File: config.mk
export PLATFORM = sky130hd
export DESIGN_NAME = ibm_core
export DESIGN_NICKNAME = d
export VERILOG_FILES = /design/src/hw/ibm_pkg.sv /design/src/hw/ibm_decode.sv /design/src/hw/ibm_alu.sv /design/src/hw/ibm_core.sv
export SDC_FILE = /design/constraint.sdc
export NUM_CORES = 1
export LEC_CHECK = 0
export BUFFER_PORTS_ARGS = -buffer_cell sky130_fd_sc_hd__buf_2
export CAP_MARGIN = 20
export CORE_ASPECT_RATIO = 0.6
export CORE_MARGIN = 10
export CORE_UTILIZATION = 50
export CTS_CLUSTER_DIAMETER = 80
export DETAILED_ROUTE_END_ITERATION = 10
export GPL_ROUTABILITY_DRIVEN = 0
export PLACE_DENSITY = 0.77
export SLEW_MARGIN = 15
export SYNTH_ARGS = -nofsm -noshare
export SYNTH_HDL_FRONTEND = slang
export SYNTH_SLANG_ARGS = --single-unit
File: constraint.sdc
create_clock -name sys_clk_in -period 9.8 [get_ports sys_clk_in]
set_clock_uncertainty 0.05 [all_clocks]
set_input_delay 1.47 -clock sys_clk_in [delete_from_list [all_inputs] [get_ports sys_clk_in]]
set_output_delay 1.47 -clock sys_clk_in [all_outputs]
set_load 0.05 [all_outputs]
File: src/hw/ibm_pkg.sv
// Shared types and constants for the increment, branch, OR and move execution block
package ibm_pkg;

    // Datapath widths
    localparam int INSTR_W = 12;
    localparam int DATA_W = 8;
    localparam int FADDR_W = 5;
    localparam int PC_W = 11;
    localparam int TARGET_W = 9;
    localparam int STATUS_W = 8;

    // Field positions inside the instruction word
    localparam int DEST_POS = 5;
    localparam int FADDR_LSB = 0;
    localparam int LIT_LSB = 0;
    localparam int TARGET_LSB = 0;

    // Page select bits of the status register feeding the upper program counter
    localparam int PAGE_HI_POS = 6;
    localparam int PAGE_LO_POS = 5;

    // Opcode masks and match values
    localparam logic [INSTR_W-1:0] MASK_FD = 12'hFC0;
    localparam logic [INSTR_W-1:0] MASK_F = 12'hFE0;
    localparam logic [INSTR_W-1:0] MASK_BR = 12'hE00;
    localparam logic [INSTR_W-1:0] MASK_LIT = 12'hF00;
    localparam logic [INSTR_W-1:0] MASK_ALL = 12'hFFF;
    localparam logic [INSTR_W-1:0] MATCH_INC_FILE = 12'h280;
    localparam logic [INSTR_W-1:0] MATCH_INC_SKIP = 12'h3C0;
    localparam logic [INSTR_W-1:0] MATCH_IORF = 12'h100;
    localparam logic [INSTR_W-1:0] MATCH_STORE = 12'h020;
    localparam logic [INSTR_W-1:0] MATCH_BRANCH = 12'hA00;
    localparam logic [INSTR_W-1:0] MATCH_IORL = 12'hD00;
    localparam logic [INSTR_W-1:0] MATCH_NOP = 12'h000;

    // Reset values
    localparam logic [DATA_W-1:0] ACCUM_RST = 8'h00;
    localparam logic [PC_W-1:0] PC_RST = 11'h000;
    localparam logic [FADDR_W-1:0] FADDR_RST = 5'h00;

    // Operations this block executes
    typedef enum logic [2:0] {
        OP_NOP,
        OP_INCREMENT_FILE,
        OP_INCREMENT_SKIP_ON_NULL,
        OP_ABSOLUTE_BRANCH,
        OP_OR_LITERAL_ACCUM,
        OP_OR_FILE_ACCUM,
        OP_STORE_ACCUM_TO_FILE,
        OP_FOREIGN
    } ibm_op_e;

    // Decoded instruction
    typedef struct packed {
        ibm_op_e op;
        logic dest_file;
        logic [FADDR_W-1:0] faddr;
        logic [DATA_W-1:0] literal;
        logic [TARGET_W-1:0] target;
    } ibm_dec_s;

    // File register write request
    typedef struct packed {
        logic we;
        logic [FADDR_W-1:0] addr;
        logic [DATA_W-1:0] data;
    } ibm_fwr_s;

    // Zero test used by the flag logic and the skip decision
    function automatic logic ibm_is_zero(input logic [DATA_W-1:0] value);
        return value == '0;
    endfunction : ibm_is_zero

    // Opcode match against a mask
    function automatic logic ibm_match(input logic [INSTR_W-1:0] instr, input logic [INSTR_W-1:0] mask,
                                       input logic [INSTR_W-1:0] value);
        return (instr & mask) == value;
    endfunction : ibm_match

endpackage : ibm_pkg

File: src/hw/ibm_decode.sv
// Instruction decoder for the executed subset
`timescale 1ns/1ps
module ibm_decode import ibm_pkg::*; (
    // Instruction word
    input wire logic [INSTR_W-1:0] instr_in,
    // Decoded fields
    output ibm_dec_s dec_out
);

    // Priority order matters: the narrow masks are tested first
    always_comb begin
        dec_out.dest_file = instr_in[DEST_POS];
        dec_out.faddr = instr_in[FADDR_LSB +: FADDR_W];
        dec_out.literal = instr_in[LIT_LSB +: DATA_W];
        dec_out.target = instr_in[TARGET_LSB +: TARGET_W];
        if (ibm_match(instr_in, MASK_ALL, MATCH_NOP)) begin
            dec_out.op = OP_NOP;
        end else if (ibm_match(instr_in, MASK_F, MATCH_STORE)) begin
            dec_out.op = OP_STORE_ACCUM_TO_FILE;
        end else if (ibm_match(instr_in, MASK_FD, MATCH_INC_FILE)) begin
            dec_out.op = OP_INCREMENT_FILE;
        end else if (ibm_match(instr_in, MASK_FD, MATCH_INC_SKIP)) begin
            dec_out.op = OP_INCREMENT_SKIP_ON_NULL;
        end else if (ibm_match(instr_in, MASK_FD, MATCH_IORF)) begin
            dec_out.op = OP_OR_FILE_ACCUM;
        end else if (ibm_match(instr_in, MASK_LIT, MATCH_IORL)) begin
            dec_out.op = OP_OR_LITERAL_ACCUM;
        end else if (ibm_match(instr_in, MASK_BR, MATCH_BRANCH)) begin
            dec_out.op = OP_ABSOLUTE_BRANCH;
        end else begin
            dec_out.op = OP_FOREIGN;
        end
    end

endmodule : ibm_decode

File: src/hw/ibm_alu.sv
// Arithmetic unit: increment, inclusive OR and pass-through of the accumulator
`timescale 1ns/1ps
module ibm_alu import ibm_pkg::*; (
    // Operation and operands
    input wire ibm_op_e op_in,
    input wire logic [DATA_W-1:0] accum_in,
    input wire logic [DATA_W-1:0] file_in,
    input wire logic [DATA_W-1:0] literal_in,
    // Result and zero test
    output logic [DATA_W-1:0] result_out,
    output logic zero_out
);

    // Increment wraps 255 to 0, which is what makes the skip fire
    always_comb begin
        case (op_in)
            OP_INCREMENT_FILE, OP_INCREMENT_SKIP_ON_NULL: result_out = DATA_W'(file_in + 1'b1);
            OP_OR_LITERAL_ACCUM: result_out = accum_in | literal_in;
            OP_OR_FILE_ACCUM: result_out = accum_in | file_in;
            OP_STORE_ACCUM_TO_FILE: result_out = accum_in;
            default: result_out = '0;
        endcase
        zero_out = ibm_is_zero(result_out);
    end

endmodule : ibm_alu

File: src/hw/ibm_core.sv
// Execution stage for increment, skip, absolute branch, inclusive OR and store-to-file
//
// Behaviour
// - Increment-file adds one to the file register, updates zero, and writes the accumulator if d is 0 else the file.
// - Increment-skip-on-null adds one to file 0..31, routes by d the same way and touches no status flag.
// - When that increment gives zero, the already fetched next instruction is dropped and a no-op runs instead.
// - A skipping increment-skip-on-null takes two instruction cycles and a non-skipping one takes one.
// - The absolute branch loads its 9-bit operand 0..511 into program counter bits 8 to 0.
// - The absolute branch copies status bits 6 and 5 into program counter bits 10 and 9 as the page.
// - The absolute branch always takes two instruction cycles.
// - OR-literal ORs the accumulator with an 8-bit literal, writes the accumulator and updates zero.
// - OR-file ORs the accumulator with the file register, updates zero, and writes accumulator if d is 0 else file.
// - Store-to-file copies the accumulator into file 0..31 and leaves every status flag alone.
//
// Notes
// One instruction cycle is one clock with valid high.
// A skip or branch second cycle is the next valid word.
// Idle cycles leave that no-op slot pending.
// Zero leaves as a strobe; status lives outside.
// Foreign words only retire and raise a flag.
`timescale 1ns/1ps
module ibm_core import ibm_pkg::*; (
    // Clock and reset
    input wire logic sys_clk_in,
    input wire logic rst_n_in,
    // Instruction from fetch, one per instruction cycle
    input wire logic instr_valid_in,
    input wire logic [INSTR_W-1:0] instr_in,
    // File register read data for address instr_in[4:0], same cycle
    input wire logic [DATA_W-1:0] file_rd_data_in,
    // Status register contents, page bits used by the branch
    input wire logic [STATUS_W-1:0] status_in,
    // File register write port
    output logic file_we_out,
    output logic [FADDR_W-1:0] file_wr_addr_out,
    output logic [DATA_W-1:0] file_wr_data_out,
    // Zero flag update
    output logic zero_we_out,
    output logic zero_val_out,
    // Program counter load and fetch flush
    output logic pc_load_out,
    output logic [PC_W-1:0] pc_value_out,
    output logic flush_out,
    // Accumulator and execution status
    output logic [DATA_W-1:0] accum_out,
    output logic retire_out,
    output logic squash_out,
    output logic foreign_out
);

    // Execution states: normal, or the slot whose fetched word is replaced by a no-op
    typedef enum logic {
        ST_EXEC,
        ST_SQUASH
    } ibm_state_e;

    // Sequencer position
    ibm_state_e state;
    ibm_state_e next_state;

    // Accumulator
    logic [DATA_W-1:0] accum;
    logic [DATA_W-1:0] next_accum;

    // File write request
    ibm_fwr_s fwr;
    ibm_fwr_s next_fwr;

    // Zero strobe
    logic zero_we;
    logic next_zero_we;

    // Zero value, held
    logic zero_val;
    logic next_zero_val;

    // PC load strobe
    logic pc_load;
    logic next_pc_load;

    // PC target, held
    logic [PC_W-1:0] pc_value;
    logic [PC_W-1:0] next_pc_value;

    // Fetch flush
    logic flush;
    logic next_flush;

    // Retire pulse
    logic retire;
    logic next_retire;

    // No-op slot pulse
    logic squash;
    logic next_squash;

    // Foreign word pulse
    logic foreign;
    logic next_foreign;

    // Decode and datapath wires
    ibm_dec_s dec;
    logic [DATA_W-1:0] file_operand;
    logic [DATA_W-1:0] alu_result;
    logic alu_zero;

    // Field extraction
    ibm_decode u_decode (
        .instr_in(instr_in),
        .dec_out(dec)
    );

    // The file write leaves this block one cycle after execution, so the
    // register file has not taken it yet when the next instruction reads.
    // Forward it to avoid a stale operand on back-to-back use of one address.
    always_comb begin
        if (fwr.we && fwr.addr == dec.faddr) begin
            file_operand = fwr.data;
        end else begin
            file_operand = file_rd_data_in;
        end
    end

    // Increment, OR and move datapath
    ibm_alu u_alu (
        .op_in(dec.op),
        .accum_in(accum),
        .file_in(file_operand),
        .literal_in(dec.literal),
        .result_out(alu_result),
        .zero_out(alu_zero)
    );

    // Next-state and result routing for one instruction cycle
    always_comb begin
        // Held values keep their contents
        next_state = state;
        next_accum = accum;

        // Strobes default low
        next_fwr.we = 1'b0;
        next_fwr.addr = fwr.addr;
        next_fwr.data = fwr.data;
        next_zero_we = 1'b0;
        next_zero_val = zero_val;
        next_pc_load = 1'b0;
        next_pc_value = pc_value;
        next_flush = 1'b0;
        next_retire = 1'b0;
        next_squash = 1'b0;
        next_foreign = 1'b0;
        if (instr_valid_in) begin
            next_retire = 1'b1;
            case (state)
                ST_SQUASH: begin
                    // Word fetched behind a skip or a branch runs as a no-op
                    next_squash = 1'b1;
                    next_state = ST_EXEC;
                end
                ST_EXEC: begin
                    case (dec.op)
                        OP_INCREMENT_FILE: begin
                            // Single cycle, zero flag follows the result
                            next_zero_we = 1'b1;
                            next_zero_val = alu_zero;
                            if (dec.dest_file) begin
                                next_fwr.we = 1'b1;
                                next_fwr.addr = dec.faddr;
                                next_fwr.data = alu_result;
                            end else begin
                                next_accum = alu_result;
                            end
                        end
                        OP_INCREMENT_SKIP_ON_NULL: begin
                            // No flag update at all, only the skip decision
                            if (dec.dest_file) begin
                                next_fwr.we = 1'b1;
                                next_fwr.addr = dec.faddr;
                                next_fwr.data = alu_result;
                            end else begin
                                next_accum = alu_result;
                            end
                            if (alu_zero) begin
                                next_state = ST_SQUASH;
                            end
                        end
                        OP_ABSOLUTE_BRANCH: begin
                            // Page from status, offset from the operand
                            next_pc_load = 1'b1;
                            next_pc_value = {status_in[PAGE_HI_POS:PAGE_LO_POS], dec.target};
                            next_flush = 1'b1;
                            next_state = ST_SQUASH;
                        end

                        OP_OR_LITERAL_ACCUM: begin
                            // Accumulator only
                            next_accum = alu_result;
                            next_zero_we = 1'b1;
                            next_zero_val = alu_zero;
                        end

                        OP_OR_FILE_ACCUM: begin
                            // Routed like increment
                            next_zero_we = 1'b1;
                            next_zero_val = alu_zero;
                            if (dec.dest_file) begin
                                next_fwr.we = 1'b1;
                                next_fwr.addr = dec.faddr;
                                next_fwr.data = alu_result;
                            end else begin
                                next_accum = alu_result;
                            end
                        end
                        OP_STORE_ACCUM_TO_FILE: begin
                            // Flags untouched by design
                            next_fwr.we = 1'b1;
                            next_fwr.addr = dec.faddr;
                            next_fwr.data = alu_result;
                        end

                        OP_NOP: begin
                            // Nothing but retire
                            next_state = ST_EXEC;
                        end
                        default: begin
                            // Other opcodes belong to neighbouring units; flag them only
                            next_foreign = 1'b1;
                        end
                    endcase
                end
                default: begin
                    next_state = ST_EXEC;
                end
            endcase
        end
    end

    // Registered state, synchronous active-low reset
    always_ff @(posedge sys_clk_in) begin
        if (!rst_n_in) begin
            // All idle, no slot pending
            state <= ST_EXEC;
            accum <= ACCUM_RST;
            fwr.we <= 1'b0;
            fwr.addr <= FADDR_RST;
            fwr.data <= ACCUM_RST;
            zero_we <= 1'b0;
            zero_val <= 1'b0;
            pc_load <= 1'b0;
            pc_value <= PC_RST;
            flush <= 1'b0;
            retire <= 1'b0;
            squash <= 1'b0;
            foreign <= 1'b0;
        end else begin
            // Plain copy of next values
            state <= next_state;
            accum <= next_accum;
            fwr <= next_fwr;
            zero_we <= next_zero_we;
            zero_val <= next_zero_val;
            pc_load <= next_pc_load;
            pc_value <= next_pc_value;
            flush <= next_flush;
            retire <= next_retire;
            squash <= next_squash;
            foreign <= next_foreign;
        end
    end

    // Outputs straight from the flops above
    assign file_we_out = fwr.we;
    assign file_wr_addr_out = fwr.addr;
    assign file_wr_data_out = fwr.data;

    // Zero flag update
    assign zero_we_out = zero_we;
    assign zero_val_out = zero_val;

    // Branch
    assign pc_load_out = pc_load;
    assign pc_value_out = pc_value;
    assign flush_out = flush;

    // Accumulator
    assign accum_out = accum;

    // Execution status
    assign retire_out = retire;
    assign squash_out = squash;
    assign foreign_out = foreign;

endmodule : ibm_core

==> impl_metrics.ini <==
[status]
status = complete, no violations

[placement]
hpwl_um = 5040
pre_cts_slack_ps = 5048
portBuffers = 64
dp.cells = 379

[synthesis]
syn_area_per_cell_sq_um = 8.386
ys.flop_type = dfxtp_1
synth_seq_area_share_pct = 35.50
synthDistinctLibCells = 50
syn_nets = 301
synth_compound_area_share_pct = 16.69
synthTopCellsByCount = 52 x nor2_1, 40 x dfxtp_1, 29 x mux2i_1
synth_top_family_by_area = simple AND/OR/NAND/NOR gates
synth_edf_count = 0
synthXorXnorAreaFrac_pct = 5.047
muxShareOfSynthArea_pct = 14.03
synthSimpleGateAreaFrac_pct = 23.90
yosys-top-cells-area = dfxtp_1 35%, mux2i_1 13%, nor2_1 8.7%
syn_area_sq_mm = 0.002256
synth_top_area_cell = dfxtp_1
syn_inst = 269
yosys_warnings = 0
ys_seq_elements = 40
synthAdderAreaFrac_pct = 0.5546
async_flop_share_pct = 0
post-synth-top-count-cell = nor2_1
synth_top_area_share_pct = 35.50

[setup_path]
crit_slowest_cell = or4_4
path_cells = buf_2, xnor2_1, and4_4, nand2_4, mux2_2, ha_1, nand3_1, nor3_1, nor4b_1, a211oi_1, a211o_1, or4_4, o32ai_1
path_max_fanout = 11
critical_path_class = in2reg
critPathArrivalTime_ps = 4630
worst_setup_path_start_kind = input port
slowest_delay_ps = 530
end_kind = flop
cp_data_required_time_ps = 9940

[clock_network]
cts_buffer_depth = 2
hold_buffers = 0
cts_buffers = 5
clk_pin_slew_ps = 70
cts_resized = 0
clock-sinks = 40
root_buffer = clkbuf_8
htreeDepth = 2
clock_latency_ps = 290
cts_setup_buffers = 0
cts_tree = done

[cells_and_area]
area_growth_pct = 17.53
fillerInstances = 409
layout-drive-gt1-share_pct = 24.85
num_antenna_cells = 0
ff_latch_area_sq_um = 800.8
instances_no_fill = 386
nNetsFinal = 358
multi_input_area_sq_mm = 0.001359

[detailed_routing]
vias_per_cell = 5.728
drt_first_pass_iters = 5
via_count = 2211
wl_per_cell_um = 16.56
drt_wl_total_um = 6394
drt_iter0_markers = 193
final_antenna_net_count = 0
drc = 0

[sta]
setup_tns_ps = 0
finalSetupViolations = 0
final_hold_viol_count = 0
maxSlewHeadroom_pct = 38.40
slew_viol_final = 0
timing.final.ws_setup_ps = 5310
period_share_pct = 45.82
period_needed_ps = 4490
tightestPinTransition_ps = 918.4
rsz0062_at_grt = no
fmax_mhz = 222.7

[power_and_ir_drop]
intPower_w = 0.0002313
clkPwrFrac_pct = 32.0
power_frac_comb_pct = 16.3
total_power_w = 0.0003251
ir_drop_uv = 68.52
seq_power_share_pct = 51.7
p_sw_w = 0.00009382
swShare_pct = 28.86
p_per_area_mw_per_mm2 = 122.6
total_leakage_power_nw = 1.292

[global_routing]
grt_pass1_wl_um = 10230
grt_pass1_vias = 2078
grt-ovfl-total = 0
antenna_found_initial = 0
grt_use_total_pct = 16.04
grt_start_max_net_pins = 36

[die]
dieArea_sq_mm = 0.007687
pin_count = 71
start_util_pct = 53.28
die_h_um = 72.03
die_x_um = 106.7
placementRows = 18
core_area_sq_mm = 0.004234

[job]
maxCapViolations = 0

[worst_hold_path]
hp-class = reg2reg
## final timing paths
kind	slack (ps)	to	from	cells after the start
setup / recovery	5310	state$_SDFFE_PN0P_	instr_in[4]	13
hold / removal	430	zero_val_out$_SDFFE_PN0P_	zero_val_out$_SDFFE_PN0P_	2
setup reg to reg	6280	state$_SDFFE_PN0P_	file_wr_addr_out[4]$_SDFFE_PN0P_	12
hold reg to reg	430	zero_val_out$_SDFFE_PN0P_	zero_val_out$_SDFFE_PN0P_	2
## kinds of logic after synthesis
group / Yosys count
flops: 40
buf+inv: 19
compound gates: 55
xor+xnor: 13
simple gates: 110
fa+ha+maj: 1
mux: 31
## power by group through the flow
stage | combinational, W | clock, W | sequential, W
after floorplan | 0.0000245 | 0 | 0.000182
after global placement | 0.0000518 | 0 | 0.000172
after detailed placement | 0.0000525 | 0 | 0.000172
after CTS | 0.0000528 | 0.000105 | 0.000168
after global routing | 0.0000575 | 0.000111 | 0.000168
final | 0.0000530 | 0.000104 | 0.000168
## placed cells by master, fill, tap and decap left out, drive strengths merged, types with 4 or more instances in the layout
cell and instances:
buf 64, nor2 52, dfxtp 40, mux2i 29
nand2 16, a211oi 13, a21oi 11, o21ai 10
xnor2 8, nand3 8, and3 6, clkbuf 6
xor2 5, nor3 5, a21o 5, inv 4
## through the flow
stage,hold WS (ps),utilization (%),area (sq um)
floorplan,395.3,-,2256
global placement,416.4,60.79,2574
detailed placement,419.4,60.79,2574
CTS,435.8,62.62,2651
global route,473.4,62.62,2651
finish,430.8,62.62,2651
## registers in the layout (all words and copies together) (netlist names)
name and count:
pc_value_out 11, zero_val_out 1, retire_out 1, foreign_out 1
zero_we_out 1, file_we_out 1, squash_out 1, flush_out 1
file_wr_data_out 8, state 1, accum_out 8, file_wr_addr_out 5
## final cells by class
class,count,share of cell area (%)
clock buffer,6,2.737
clock inverter,1,0.1888
inverter,5,0.7079
multi-input combinational,210,51.25
sequential,40,30.20
tap,60,2.832
timing repair buffer,64,12.08
## per-layer routing
layer  wire length [um]  GRT usage (%)  up-vias
li1                   -              -     1079
met1               2903          20.82     1030
met2               2749          24.17       95
met3                696          6.349        7
met4                 45          4.185        0
met5                  0              0        -
## worst max-delay path: cells and delay by family
kind / cells / cell delay [ps]
simple gates: 6 / 1540
compound gates: 3 / 670
mux: 1 / 330
fa+ha+maj: 1 / 250
xor+xnor: 1 / 220
buf+inv: 1 / 150
Note: power is estimated with default switching activity, not from simulation.
